--- src/core/mms_defs.svh ---
// Offsets, field positions, reset values and timing for the mode sequencer
`ifndef MMS_DEFS_SVH
`define MMS_DEFS_SVH
// Register word indices; byte address is four times the index
`define MMS_IDX_CFG0     6'h00
`define MMS_IDX_CFG2     6'h02
`define MMS_IDX_CFG3     6'h03
`define MMS_IDX_CTRL     6'h04
`define MMS_IDX_STAT     6'h05
// Field positions
`define MMS_SINGLE_BIT   2
`define MMS_CYT_MSB      13
`define MMS_CYT_LSB      4
`define MMS_AVR_MSB      23
`define MMS_AVR_LSB      14
`define MMS_STR_MSB      13
`define MMS_STR_LSB      12
`define MMS_LEAD_MSB     19
`define MMS_LEAD_LSB     17
`define MMS_CONV_MSB     23
`define MMS_CONV_LSB     16
`define MMS_RUN_BIT      0
// Reset values
`define MMS_CFG_RST      32'h0000_0000
// Timing, in nanoseconds
`define MMS_CLK_NS       5
`define MMS_STEP_NS      2000
`define MMS_LP_NS        100000
`define MMS_SEQ_NS       6400000
`define MMS_PAIR2_NS     200000
`define MMS_PAIR3_NS     300000
`endif

--- src/core/mms_pkg.sv ---
// Types shared by the measurement mode sequencer
`default_nettype none
package mms_pkg;
  typedef enum logic [6:0] {
    st_idle  = 7'h01,
    st_start = 7'h02,
    st_lead  = 7'h04,
    st_disch = 7'h08,
    st_pair  = 7'h10,
    st_gap   = 7'h20,
    st_sleep = 7'h40
  } mms_state_t;

  typedef struct packed {
    logic       single;
    logic [1:0] stretch;
    logic [2:0] lead;
    logic [9:0] cytime;
    logic [9:0] avrate;
    logic [7:0] conv_cnt;
  } mms_mode_t;
endpackage
`default_nettype wire

--- src/core/mms_sequencer.sv ---
// Measurement mode sequencer with APB register access
//
// The implementer's own choices: the placing of the registers and the APB register port.
`include "mms_defs.svh"
`default_nettype none

module mms_sequencer
  import mms_pkg::*;
#(
  parameter int unsigned LP_TICK_CYC  = `MMS_LP_NS / `MMS_CLK_NS,
  parameter int unsigned SEQ_TICK_CYC = `MMS_SEQ_NS / `MMS_CLK_NS
) (
  input  wire logic        pclk,
  input  wire logic        presetn,
  input  wire logic        psel,
  input  wire logic        penable,
  input  wire logic        pwrite,
  input  wire logic [7:0]  paddr,
  input  wire logic [31:0] pwdata,
  output var  logic [31:0] prdata,
  output var  logic        pready,
  output var  logic        pslverr,
  input  wire logic        dis_done,
  output var  logic        dis_start,
  output var  logic        hs_osc_en,
  output var  logic        seq_done
);
  // ****************************************************************
  // Timing constants
  // ****************************************************************
  localparam int unsigned STEP_CYC = `MMS_STEP_NS / `MMS_CLK_NS;
  localparam int unsigned DIV_LIM [3] = '{STEP_CYC, LP_TICK_CYC,
                                          SEQ_TICK_CYC};
  localparam logic [9:0] PAIR2_TICKS = 10'(`MMS_PAIR2_NS / `MMS_LP_NS);
  localparam logic [9:0] PAIR3_TICKS = 10'(`MMS_PAIR3_NS / `MMS_LP_NS);
  // ****************************************************************
  // Rate dividers: 2 us step, 100 us low-power tick, period unit
  // ****************************************************************
  logic [2:0] tick;
  logic       tick_step;
  logic       tick_lp;
  logic       tick_seq;
  genvar g;
  for (g = 0; g < 3; g++) begin : g_div
    logic [20:0] cnt_reg;
    logic [20:0] cnt_next;
    // Free-running count with one-cycle wrap pulse
    always_comb begin
      cnt_next = (cnt_reg == 21'(DIV_LIM[g] - 1)) ? 21'h000000
                                                  : cnt_reg + 21'h000001;
    end
    always_ff @(posedge pclk or negedge presetn) begin
      if (!presetn) begin
        cnt_reg <= 21'h000000;
      end else begin
        cnt_reg <= cnt_next;
      end
    end
    assign tick[g] = (cnt_reg == 21'(DIV_LIM[g] - 1));
  end
  assign tick_step = tick[0];
  assign tick_lp   = tick[1];
  assign tick_seq  = tick[2];
  // ****************************************************************
  // APB register file
  // ****************************************************************
  logic [31:0] cw0_reg, cw0_next;
  logic [31:0] cw2_reg, cw2_next;
  logic [31:0] cw3_reg, cw3_next;
  logic        run_reg, run_next;
  logic [31:0] prdata_reg, prdata_next;
  logic        pready_reg, pready_next;
  logic        pslverr_reg, pslverr_next;
  logic [31:0] stat_word;
  logic [5:0]  idx;
  logic        mapped;
  logic        setup_ph;
  logic        wr_acc;
  mms_state_t  state_reg, state_next;
  mms_mode_t   mode_reg, mode_next;
  mms_mode_t   live_mode;
  logic [15:0] seqn_reg, seqn_next;
  logic        osc_reg, osc_next;
  assign idx      = paddr[7:2];
  assign setup_ph = psel && !penable;
  assign wr_acc   = psel && penable && pready_reg && pwrite;
  assign mapped   = (idx == `MMS_IDX_CFG0) || (idx == `MMS_IDX_CFG2) ||
                    (idx == `MMS_IDX_CFG3) || (idx == `MMS_IDX_CTRL) ||
                    (idx == `MMS_IDX_STAT);
  assign stat_word = {seqn_reg, 5'h00, mode_reg.stretch, mode_reg.single,
                      osc_reg, state_reg};
  // Answer one cycle after setup; writes land at the access edge
  always_comb begin
    cw0_next     = cw0_reg;
    cw2_next     = cw2_reg;
    cw3_next     = cw3_reg;
    run_next     = run_reg;
    pready_next  = setup_ph;
    pslverr_next = setup_ph && !mapped;
    prdata_next  = prdata_reg;
    if (setup_ph) begin
      unique case (idx)
        `MMS_IDX_CFG0: prdata_next = cw0_reg;
        `MMS_IDX_CFG2: prdata_next = cw2_reg;
        `MMS_IDX_CFG3: prdata_next = cw3_reg;
        `MMS_IDX_CTRL: prdata_next = {31'h00000000, run_reg};
        `MMS_IDX_STAT: prdata_next = stat_word;
        default:       prdata_next = 32'h0000_0000;
      endcase
    end
    if (wr_acc) begin
      unique case (idx)
        `MMS_IDX_CFG0: cw0_next = pwdata;
        `MMS_IDX_CFG2: cw2_next = pwdata;
        `MMS_IDX_CFG3: cw3_next = pwdata;
        `MMS_IDX_CTRL: run_next = pwdata[`MMS_RUN_BIT];
        default:       run_next = run_reg;
      endcase
    end
  end

  always_ff @(posedge pclk or negedge presetn) begin
    if (!presetn) begin
      cw0_reg     <= `MMS_CFG_RST;
      cw2_reg     <= `MMS_CFG_RST;
      cw3_reg     <= `MMS_CFG_RST;
      run_reg     <= 1'b0;
      prdata_reg  <= 32'h0000_0000;
      pready_reg  <= 1'b0;
      pslverr_reg <= 1'b0;
    end else begin
      cw0_reg     <= cw0_next;
      cw2_reg     <= cw2_next;
      cw3_reg     <= cw3_next;
      run_reg     <= run_next;
      prdata_reg  <= prdata_next;
      pready_reg  <= pready_next;
      pslverr_reg <= pslverr_next;
    end
  end
  assign prdata  = prdata_reg;
  assign pready  = pready_reg;
  assign pslverr = pslverr_reg;
  // ****************************************************************
  // Mode fields as programmed
  // ****************************************************************
  assign live_mode = {cw2_reg[`MMS_SINGLE_BIT],
                      cw3_reg[`MMS_STR_MSB:`MMS_STR_LSB],
                      cw3_reg[`MMS_LEAD_MSB:`MMS_LEAD_LSB],
                      cw2_reg[`MMS_CYT_MSB:`MMS_CYT_LSB],
                      cw2_reg[`MMS_AVR_MSB:`MMS_AVR_LSB],
                      cw0_reg[`MMS_CONV_MSB:`MMS_CONV_LSB]};
  // ****************************************************************
  // Sequencer
  // ****************************************************************
  logic [10:0] dcnt_reg, dcnt_next;
  logic [9:0]  itv_reg, itv_next;
  logic [9:0]  wait_reg, wait_next;
  logic        start_reg, start_next;
  logic        done_reg, done_next;
  logic        stretched;
  logic        paired;
  logic        itv_tick;
  logic [10:0] total;
  logic        last;
  assign stretched = (mode_reg.stretch != 2'b00);
  assign paired    = mode_reg.stretch[1];
  assign itv_tick  = stretched ? tick_lp : tick_step;
  // Two discharges per ratio measurement; zero counts as one
  assign total = (mode_reg.avrate == 10'h000) ? 11'h002
                                              : {mode_reg.avrate, 1'b0};
  assign last  = (dcnt_reg == total);

  always_comb begin
    state_next = state_reg;
    mode_next  = mode_reg;
    dcnt_next  = dcnt_reg;
    wait_next  = wait_reg;
    osc_next   = osc_reg;
    seqn_next  = seqn_reg;
    start_next = 1'b0;
    done_next  = 1'b0;
    itv_next   = (itv_tick && itv_reg != 10'h3ff) ? itv_reg + 10'h001
                                                  : itv_reg;
    unique case (state_reg)
      st_idle: begin
        osc_next = 1'b0;
        if (run_reg) begin
          mode_next  = live_mode;
          dcnt_next  = 11'h000;
          state_next = st_start;
        end
      end
      // Start of one group: a single discharge or a half-bridge pair
      st_start: begin
        itv_next = 10'h000;
        osc_next = 1'b1;
        if (stretched && mode_reg.lead != 3'h0) begin
          wait_next  = {7'h00, mode_reg.lead};
          state_next = st_lead;
        end else begin
          start_next = 1'b1;
          state_next = st_disch;
        end
      end
      // Oscillator warm-up, or spacing inside a half bridge
      st_lead, st_pair: begin
        if (tick_lp) begin
          if (wait_reg <= 10'h001) begin
            start_next = 1'b1;
            state_next = st_disch;
          end else begin
            wait_next = wait_reg - 10'h001;
          end
        end
      end
      st_disch: begin
        if (dis_done) begin
          dcnt_next = dcnt_reg + 11'h001;
          if (paired && !dcnt_reg[0]) begin
            wait_next  = (mode_reg.stretch == 2'b10) ? PAIR2_TICKS
                                                     : PAIR3_TICKS;
            state_next = st_pair;
          end else begin
            if (stretched) begin
              osc_next = 1'b0;
            end
            state_next = st_gap;
            if (dcnt_next == total) begin
              done_next = 1'b1;
              seqn_next = seqn_reg + 16'h0001;
              if (mode_reg.single) begin
                osc_next   = 1'b0;
                wait_next  = {2'b00, mode_reg.conv_cnt};
                state_next = st_sleep;
              end
            end
          end
        end
      end
      // Interval from group start, in 2 us or 100 us units
      st_gap: begin
        if (itv_reg >= mode_reg.cytime) begin
          state_next = st_start;
          if (last) begin
            mode_next = live_mode;
            dcnt_next = 11'h000;
            if (!run_reg) begin
              state_next = st_idle;
            end
          end
        end
      end
      // Oscillator off for the sequence period
      st_sleep: begin
        osc_next = 1'b0;
        if (wait_reg == 10'h000) begin
          mode_next  = live_mode;
          dcnt_next  = 11'h000;
          state_next = run_reg ? st_start : st_idle;
        end else if (tick_seq) begin
          wait_next = wait_reg - 10'h001;
        end
      end
    endcase
  end

  always_ff @(posedge pclk or negedge presetn) begin
    if (!presetn) begin
      state_reg <= st_idle;
      mode_reg  <= '0;
      dcnt_reg  <= 11'h000;
      itv_reg   <= 10'h000;
      wait_reg  <= 10'h000;
      osc_reg   <= 1'b0;
      seqn_reg  <= 16'h0000;
      start_reg <= 1'b0;
      done_reg  <= 1'b0;
    end else begin
      state_reg <= state_next;
      mode_reg  <= mode_next;
      dcnt_reg  <= dcnt_next;
      itv_reg   <= itv_next;
      wait_reg  <= wait_next;
      osc_reg   <= osc_next;
      seqn_reg  <= seqn_next;
      start_reg <= start_next;
      done_reg  <= done_next;
    end
  end
  assign dis_start = start_reg;
  assign hs_osc_en = osc_reg;
  assign seq_done  = done_reg;
endmodule
`default_nettype wire

--- config.mk ---
export PLATFORM = sky130hd
export DESIGN_NAME = mms_sequencer
export DESIGN_NICKNAME = d
export VERILOG_FILES = /design/src/core/mms_pkg.sv /design/src/core/mms_sequencer.sv
export VERILOG_INCLUDE_DIRS = /design/src /design/src/core
export SDC_FILE = /design/constraint.sdc
export NUM_CORES = 1
export LEC_CHECK = 0
export BUFFER_PORTS_ARGS = -buffer_cell sky130_fd_sc_hd__buf_2
export CAP_MARGIN = 5
export CORE_MARGIN = 4
export CORE_UTILIZATION = 45
export DETAILED_ROUTE_END_ITERATION = 12
export PLACE_DENSITY_LB_ADDON = 0.25
export SYNTH_ARGS = -nofsm -noshare
export SYNTH_HDL_FRONTEND = slang
export SYNTH_SLANG_ARGS = --single-unit
export TNS_END_PERCENT = 1
--- constraint.sdc ---
create_clock -name pclk -period 6.7 [get_ports pclk]
set_input_delay 0.67 -clock pclk [delete_from_list [all_inputs] [get_ports pclk]]
set_output_delay 0.67 -clock pclk [all_outputs]
set_load 0.005 [all_outputs]
Word level (Yosys, flattened, before mapping)
Cells that the tools add are included.

$add $sub $neg: 7. Multiplexer cells: 57. Order comparisons: 2. Eq/ne operators: 32. Reductions and logical operators: 37. Bitwise logic cells: 1.

Operators with widths (count): case mux 32 bit (5 select lines) (1); 2-to-1 mux 34 bit (4); 2-to-1 mux 10 bit (11); case mux 34 bit (3 select lines) (1); 2-to-1 mux 11 bit (6); adder 21 x 1 -> 21 bit, second input constant (3); 2-to-1 mux 21 bit (3); 2-to-1 mux 7 bit (9); case mux 11 bit (4 select lines) (1); case mux 7 bit (6 select lines) (1); case mux 10 bit (4 select lines) (1); != test 2 bit, second input constant (12); == test 11 bit (2); == test 21 x 15 -> 1 bit, second input constant (1); == test 21 bit, second input constant (1); == test 21 x 9 -> 1 bit, second input constant (1); zero test 10 bit (2); adder 16 x 1 -> 16 bit, second input constant (1); 2-to-1 mux 1 bit (14); == test 6 x 2 -> 1 bit, second input constant (2); == test 6 x 3 -> 1 bit, second input constant (2); AND reduction 6 bit (2); adder 11 x 1 -> 11 bit, second input constant (1); adder 10 x 1 -> 10 bit, second input constant (1); other kinds (31) (53).

Flip-flop bits (word level): 285. Logic and storage cells: 160.

Longest topological paths before layout
Gate-level depths: netlist of the first run.

Word-level depth: 7. Gate-level depth with buffers: 11. Mapped depth without buffers: 11.

Worst setup path before layout of the first run
No wires, ideal clock.

Path kind: register -> register. From: register dcnt_reg[1]. To: register seqn_reg[13]. Path buffers: 0. Setup slack: 3.731 ns. Period minus slack after synthesis: 2.969 ns. Arrival: 2.846 ns. Stages on the path, launching flop included: 12. Data required time: 6.577 ns. Cell sequence: dfrtp_1 -> ha_1 -> nand3_2 -> or3_1 -> a22oi_1 -> or4b_1 -> nor3_2 -> nand3_2 -> clkinv_2 -> and4_4 -> nand4_1 -> xnor2_1.

Word-level cells in the longest chain between the ends: 3.

Ends and longest elaborated chain: from (decl) (RTL line mms_sequencer.sv:156) `logic [10:0] dcnt_reg, dcnt_next;`; from (signal assigned) (RTL line mms_sequencer.sv:282) `dcnt_reg <= dcnt_next;`; adder 11 x 1 -> 11 bit (RTL line mms_sequencer.sv:219) `dcnt_next = dcnt_reg + 11'h001;`; == test 11 bit (RTL line mms_sequencer.sv:229) `if (dcnt_next == total) begin`; AND reduction 4 bit (no source line); to (signal assigned) (RTL line mms_sequencer.sv:286) `seqn_reg <= seqn_next;`; to (decl) (RTL line mms_sequencer.sv:82) `logic [15:0] seqn_reg, seqn_next;`.

No other way between the ends. A chain may end at the register's enable or synchronous reset.

Worst setup path after layout of the first run
From: register state_reg[2]. To: register seqn_reg[14].

Word-level cells in the longest chain between the ends: 2.

Ends and longest elaborated chain: from (decl) (RTL line mms_sequencer.sv:79) `mms_state_t state_reg, state_next;`; from (signal assigned) (RTL line mms_sequencer.sv:270) `state_reg <= st_idle;`; from (signal assigned) (RTL line mms_sequencer.sv:280) `state_reg <= state_next;`; == test 7 x 4 -> 1 bit (RTL line mms_sequencer.sv:185) `unique case (state_reg)`; AND reduction 4 bit (no source line).

No other way between the ends.

==> flow_metrics.tcl, run 1 <==
set metrics [dict create \
    crit_path_max_fanout 16 \
    synth-edff-count 0 \
    cts_buffer_depth 3 \
    fin_crit_ns 3.639 \
    clkLatencyLatePin_ns 0.58 \
    outcome "completed" \
    clock.fmax_ghz 0.2748 \
    final_max_slew_viol_count 0 \
    netSwitchingFraction 0.2648 \
    setup_violations 0 \
    syn_area_um2 13300 \
    pwr-share-clk 0.424 \
    place_ws_ns 3.079 \
    finalWirelength_um 30100 \
    ios 83 \
    synth_top_area_cell "dfrtp_1" \
    post_cts_buffers 0 \
    track_usage 0.1845 \
    leakagePower_nw 7.138 \
    vias_per_cell 5.582 \
    syn_to_final_growth_pct 13.94 \
    wire_per_inst_um 18.12 \
    seqPwrFrac 0.460 \
    yosysMostFrequentCell "dfrtp_1" \
    diodes 0 \
    overflow 0 \
    synthCells 1181 \
    hp-class "primary input to asynchronous set/reset pin" \
    worst_slack_ns 3.061 \
    avgSynthCellArea_um2 11.26 \
    final_nets 1318 \
    grt_pass1_wl_um 49870 \
    clock-sinks 285 \
    cap_violations 0 \
    die-height_um 179.9 \
    rsz0062_at_grt "no" \
    critPathKind "register to register" \
    vias 9271 \
    async_reset_ff_frac 1.000 \
    yosysWarnings 0 \
    firstDrtPassIters 5 \
    skew_ns 0.02320 \
    path_cells "nor3_1 -> nand4b_1 -> nor2_1 -> nand3_2 -> clkinv_2 -> and4_4 -> nand4_1 -> xnor2_1" \
    drive_gt1_frac 0.2412 \
    max_stage_delay_ns 0.76 \
    die-area_um2 32360 \
    p_sw_mw 1.073 \
    initial_core_util 0.4596 \
    synth_common_cells "dfrtp_1 (284), mux2_2 (148), nor2_1 (122)" \
    ant_nets 0 \
    slew_headroom 0.2736 \
    drt_first_iter_violations 658 \
    largest_reg_flops 63 \
    htree_levels 1 \
    finalSetupTns_ns 0 \
    coreArea_um2 28940 \
    start_kind "register" \
    grtUsageMet2 0.3122 \
    finalHoldViolations 0 \
    cts_made_buffers 31 \
    cts.reportedPaths.clkPinSlew_ns 0.06 \
    ctsResizeCount 0 \
    worstMarginPinSlew_ns 1.088 \
    min_period_over_period 0.5432 \
    gp_congestion 0.8649 \
    cts_tree "yes" \
    p_int_mw 2.979 \
    p_per_area_nw_per_um2 267.5 \
    grt_use_met3 0.02587 \
    path_buf_inv 1 \
    ir_worst_vdd_mv 0.1998 \
    cp.required_ns 7.16 \
    crit_slowest_cell "nand4b_1" \
    nFillCells 2545 \
    cp.arrival_ns 4.10 \
    syn-num-nets 1245 \
    chipWidth_um 179.9 \
    dp_hpwl_um 19940 \
    yosysSeqAreaShare 0.5364 \
    port_buffers 80 \
    worstSetupEndpointType "register" \
    ys_ff_latch 285 \
    antenna_found_initial 0 \
    netlist_top_cells_area "dfrtp_1 (53%), mux2_2 (13%), xnor2_1 (4.1%), nor2_1 (3.4%), a21oi_1 (2.3%)" \
    dominantRegCellSynth "dfrtp_1" \
    ys_types 63 \
    path_delay_family "simple AND/OR/NAND/NOR gates" \
    met1_usage 0.2541 \
    p_comb_frac 0.116 \
    rows 62 \
    grt_busiest_layer "met2" \
    cts-hold-fix-buffers 0 \
    grt_pass1_vias 9482 \
    synth_top_area_frac 0.5344 \
    grt_max_degree 138 \
    root_buffer "clkbuf_16" \
    remaining_drc_errors 0 \
]
## power groups by stage
stage | Clock [mW] | Combinational (mW) | Sequential (mW)
2_1_floorplan | 0 | 0.313 | 1.86
3_3_place_gp | 0 | 0.464 | 1.89
3_5_place_dp | 0 | 0.473 | 1.89
4_1_cts | 1.76 | 0.475 | 1.86
5_1_grt | 1.84 | 0.537 | 1.87
6_report | 1.72 | 0.472 | 1.86
## layout by cell type, fill, tap and decap left out, types with 17 or more instances in the layout
cell type / Yosys / final
xnor2_1: 63 / 63
clkbuf_16: 0 / 31
nand3_1: 43 / 42
and3_1: 20 / 20
nand2_1: 66 / 66
ha_1: 18 / 18
buf_2: 5 / 79
a222oi_1: 26 / 26
inv_1: 23 / 23
dfrtp_1: 284 / 284
a21oi_1: 61 / 61
xor2_1: 30 / 30
nor3_1: 26 / 24
mux2_2: 148 / 148
nor2_1: 122 / 121
o21ai_0: 34 / 34
nand4_1: 17 / 17
## final timing paths
check                           depth (start not counted)                        endpoint  slack, ns                     startpoint
worst max-delay path                                    8        seqn_reg[14]$_DFFE_PN0P_       3.06       state_reg[2]$_DFFE_PN0P_
worst min-delay path                                    1  g_div[1].cnt_reg[15]$_DFF_PN0_       0.09                        presetn
worst max register to register                          8        seqn_reg[14]$_DFFE_PN0P_       3.06       state_reg[2]$_DFFE_PN0P_
worst min register to register                          1   g_div[1].cnt_reg[4]$_DFF_PN0_       0.47  g_div[1].cnt_reg[4]$_DFF_PN0_
max in group asynchronous                               2   g_div[2].cnt_reg[0]$_DFF_PN0_       5.43                        presetn
min in group pclk                                       2         cw0_reg[27]$_DFFE_PN0P_       0.33                     pwdata[27]
## through the flow
stage	utilization	power [mW]	hold slack (ns)	area, µm²	std cells
finish	0.5237	4.053	0.08701	15150	1661
global route	0.5237	4.247	0.1286	15150	1661
CTS	0.5237	4.100	0.1254	15150	1661
detailed placement	0.4877	2.364	0.4576	14110	1605
global placement	0.4877	2.354	0.4556	14110	1605
floorplan	-	2.176	0.3744	13300	1181
## layout make-up
type,instances,area [µm²],area share
Multi-Input combinational cell,822,5908,0.3899
Sequential cell,285,7133,0.4708
Clock buffer,44,904.6,0.05970
Timing Repair Buffer,90,498.0,0.03287
Inverter,24,91.34,0.006028
Clock inverter,12,136.4,0.009001
Tap cell,384,480.5,0.03171
## per-layer routing
layer,part of all wire,up-vias
met4,0.021,0
li1,-,4383
met3,0.042,46
met1,0.45,4646
met5,0,-
met2,0.48,196
## cell families after synthesis
family                     count (synthesis)  share of synthesized area
and+or+nand+nor                          378                     0.1429
adders and majority gates                 18                    0.01694
muxes                                    166                     0.1398
xor gates and xnor gates                  93                    0.06125
DFF                                      285                     0.5364
AOI/OAI and AO/OA                        167                    0.08092
buffers and inverters                     74                    0.02173
(Power assumes the default switching activity.)
==> inputs of run 2 (changes only) <==
==> constraint.sdc (replaced) <==
create_clock -name pclk -period 3.65 [get_ports pclk]
set_input_delay 0.365 -clock pclk [delete_from_list [all_inputs] [get_ports pclk]]
set_output_delay 0.365 -clock pclk [all_outputs]
set_load 0.005 [all_outputs]
==> run 2 against run 1 <==
  * Power grew 87%
  * Global-route usage is 0.072 points lower
  * Non-clock buffer count is 12 higher
  * Register-to-register slack worse by 2.9 ns
  * Maximum frequency up 5.5%
  * Critical path type unchanged
  * Largest power group unchanged
  * First-iteration DRC count is 1.1% higher
  * Clock power is 90% higher
  * Sequential power is 83% higher
  * Clock-buffer cell count decreased by 3
  * Core utilization increased by 0.57 points
  * Sequential share of layout area shrank 0.50 points
  * Largest cell class unchanged
==> flow_metrics.tcl, run 2 (synthesis gave the netlist of run 1 again) <==
set metrics [dict create \
    gp_congestion 0.8934 \
    multi_input_area_um2 5908 \
    setup_violations 0 \
    wire_per_inst_um 18.21 \
    track_usage 0.1838 \
    final_max_slew_viol_count 0 \
    clkLatencyLatePin_ns 0.57 \
    chipWidth_um 179.9 \
    min_to "cw0_reg[29]$_DFFE_PN0P_" \
    grt_max_degree 107 \
    root_buffer "clkbuf_16" \
    p_int_mw 5.594 \
    die-height_um 179.9 \
    worst-r2r-setup-slack_ns 0.20 \
    cts_tree "yes" \
    p_total_mw 7.577 \
    htree_levels 1 \
    cp.required_ns 4.10 \
    ant_nets 0 \
    worstSetupEndpointType "register" \
    clock-sinks 285 \
    ctsResizeCount 0 \
    p_comb_frac 0.120 \
    rsz0062_at_grt "no" \
    dp_hpwl_um 20450 \
    cts_made_buffers 31 \
    vias_per_cell 5.571 \
    ir_worst_vdd_mv 0.3879 \
    cap_violations 0 \
    vias 9314 \
    crit_path_max_fanout 9 \
    whs_path_depth 2 \
    min_period_over_period 0.9452 \
    finalWirelength_um 30440 \
    finalSetupTns_ns 0 \
    finalHoldViolations 0 \
    critPathKind "register to register" \
    netSwitchingFraction 0.2617 \
    start_kind "register" \
    post_cts_buffers 0 \
    worstMarginPinSlew_ns 0.9310 \
    p_per_area_nw_per_um2 494.7 \
    ios 83 \
    overflow 0 \
    p_sw_mw 1.982 \
    slew_headroom 0.3766 \
    syn_to_final_growth_pct 15.18 \
    ff2ff_path_depth 11 \
    regArea_um2 7133 \
    fin_crit_ns 3.450 \
    skew_ns 0.02388 \
    pwr-share-clk 0.430 \
    met1_length_um 13920 \
    final_nets 1330 \
    rows 62 \
    initial_core_util 0.4596 \
    grt_pass1_wl_um 49840 \
    wl_met2_um 14620 \
    grt_pass1_vias 9431 \
    drt_first_iter_violations 665 \
    highest_layer "met5" \
    drive_gt1_frac 0.2477 \
    die-area_um2 32360 \
    worstHoldStart "pwdata[29]" \
    firstDrtPassIters 8 \
    hp-class "primary input to register" \
    remaining_drc_errors 0 \
    cts_buffer_depth 3 \
    clock.fmax_ghz 0.2899 \
    layout_common_cells "dfrtp_1 (284), mux2_2 (148), nor2_1 (121), buf_2 (79), nand2_1 (66)" \
    coreArea_um2 28940 \
    cp.arrival_ns 3.90 \
    nFillCells 2483 \
    largest_reg_flops 63 \
    leakagePower_nw 7.230 \
    timing.rr.end "seqn_reg[13]$_DFFE_PN0P_" \
    outcome "completed" \
    hold_ws_ns 0.04506 \
    antenna_found_initial 1 \
    layout_commonest_cell "dfrtp_1" \
    timing.rr.start "dcnt_reg[1]$_DFFE_PN0P_" \
    diodes 0 \
    seqPwrFrac 0.450 \
    cts.reportedPaths.clkPinSlew_ns 0.06 \
    route.met3.wl_um 1220 \
    port_buffers 80 \
]
## run 2: changes by cell type in the layout (fill, tap and decap cells not counted), sizes merged
cell         delta
buf            +11
clkbuf          -3
inv             -1
clkinvlp        -1
dlygate4sd3     +1
bufinv          +2
clkinv          +2
## run 2: worst max-delay path by stage
stage / depth (start not counted) / end / slack, ns / start
floorplan: 11 / seqn_reg[13]$_DFFE_PN0P_ / 0.68 / dcnt_reg[1]$_DFFE_PN0P_
global placement: 11 / seqn_reg[13]$_DFFE_PN0P_ / 0.30 / dcnt_reg[1]$_DFFE_PN0P_
detailed placement: 11 / seqn_reg[13]$_DFFE_PN0P_ / 0.20 / dcnt_reg[1]$_DFFE_PN0P_
CTS: 11 / seqn_reg[13]$_DFFE_PN0P_ / 0.18 / dcnt_reg[1]$_DFFE_PN0P_
global route: 11 / seqn_reg[13]$_DFFE_PN0P_ / 0.02 / dcnt_reg[1]$_DFFE_PN0P_
finish: 11 / seqn_reg[13]$_DFFE_PN0P_ / 0.20 / dcnt_reg[1]$_DFFE_PN0P_
## run 2: cell type report
class                   count  area share
clock buffers              41     0.05702
clock inverters            14     0.01315
inverters                  24    0.005964
multi-input cells         822      0.3858
flip-flops and latches    285      0.4657
well taps                 384     0.03137
repair buffers            102     0.04101
## run 2: metrics by stage
step | util | instances | cell area [µm²] | setup slack (ns)
global route | 0.5293 | 1672 | 15320 | 0.02354
detailed placement | 0.4918 | 1616 | 14230 | 0.2016
CTS | 0.5293 | 1672 | 15320 | 0.1802
floorplan | - | 1181 | 13300 | 0.6808
global placement | 0.4918 | 1616 | 14230 | 0.2963
finish | 0.5293 | 1672 | 15320 | 0.2000
## run 2: per-layer routing
metal  vias to the layer above  track usage
met5                         -            0
met4                         2      0.04237
met3                        41      0.03052
met2                       176       0.3123
met1                      4691       0.2492
li1                       4404            -
## run 2: power by group through the flow
stage / Sequential (mW) / Clock, mW / Combinational (mW)
finish: 3.41 / 3.26 / 0.906
global route: 3.42 / 3.46 / 1.02
CTS: 3.41 / 3.33 / 0.912
detailed placement: 3.46 / 0 / 0.911
global placement: 3.46 / 0 / 0.893
floorplan: 3.42 / 0 / 0.575
## run 2: repair_timing
item	in CTS	in global routing
setup endpoints to repair	0	0
hold endpoints to repair	102	0
hold buffers	1	0
## run 2: worst max-delay path: stages (launching register included)
cell and delay [ns]:
dfrtp_1 0.49, ha_1 0.36, nand3_2 0.21, or3_1 0.39, a22oi_1 0.23, or4b_1 0.48
nor3_2 0.22, nand3_2 0.20, clkinv_2 0.21, and4_4 0.28, nand4_1 0.12, xnor2_1 0.15
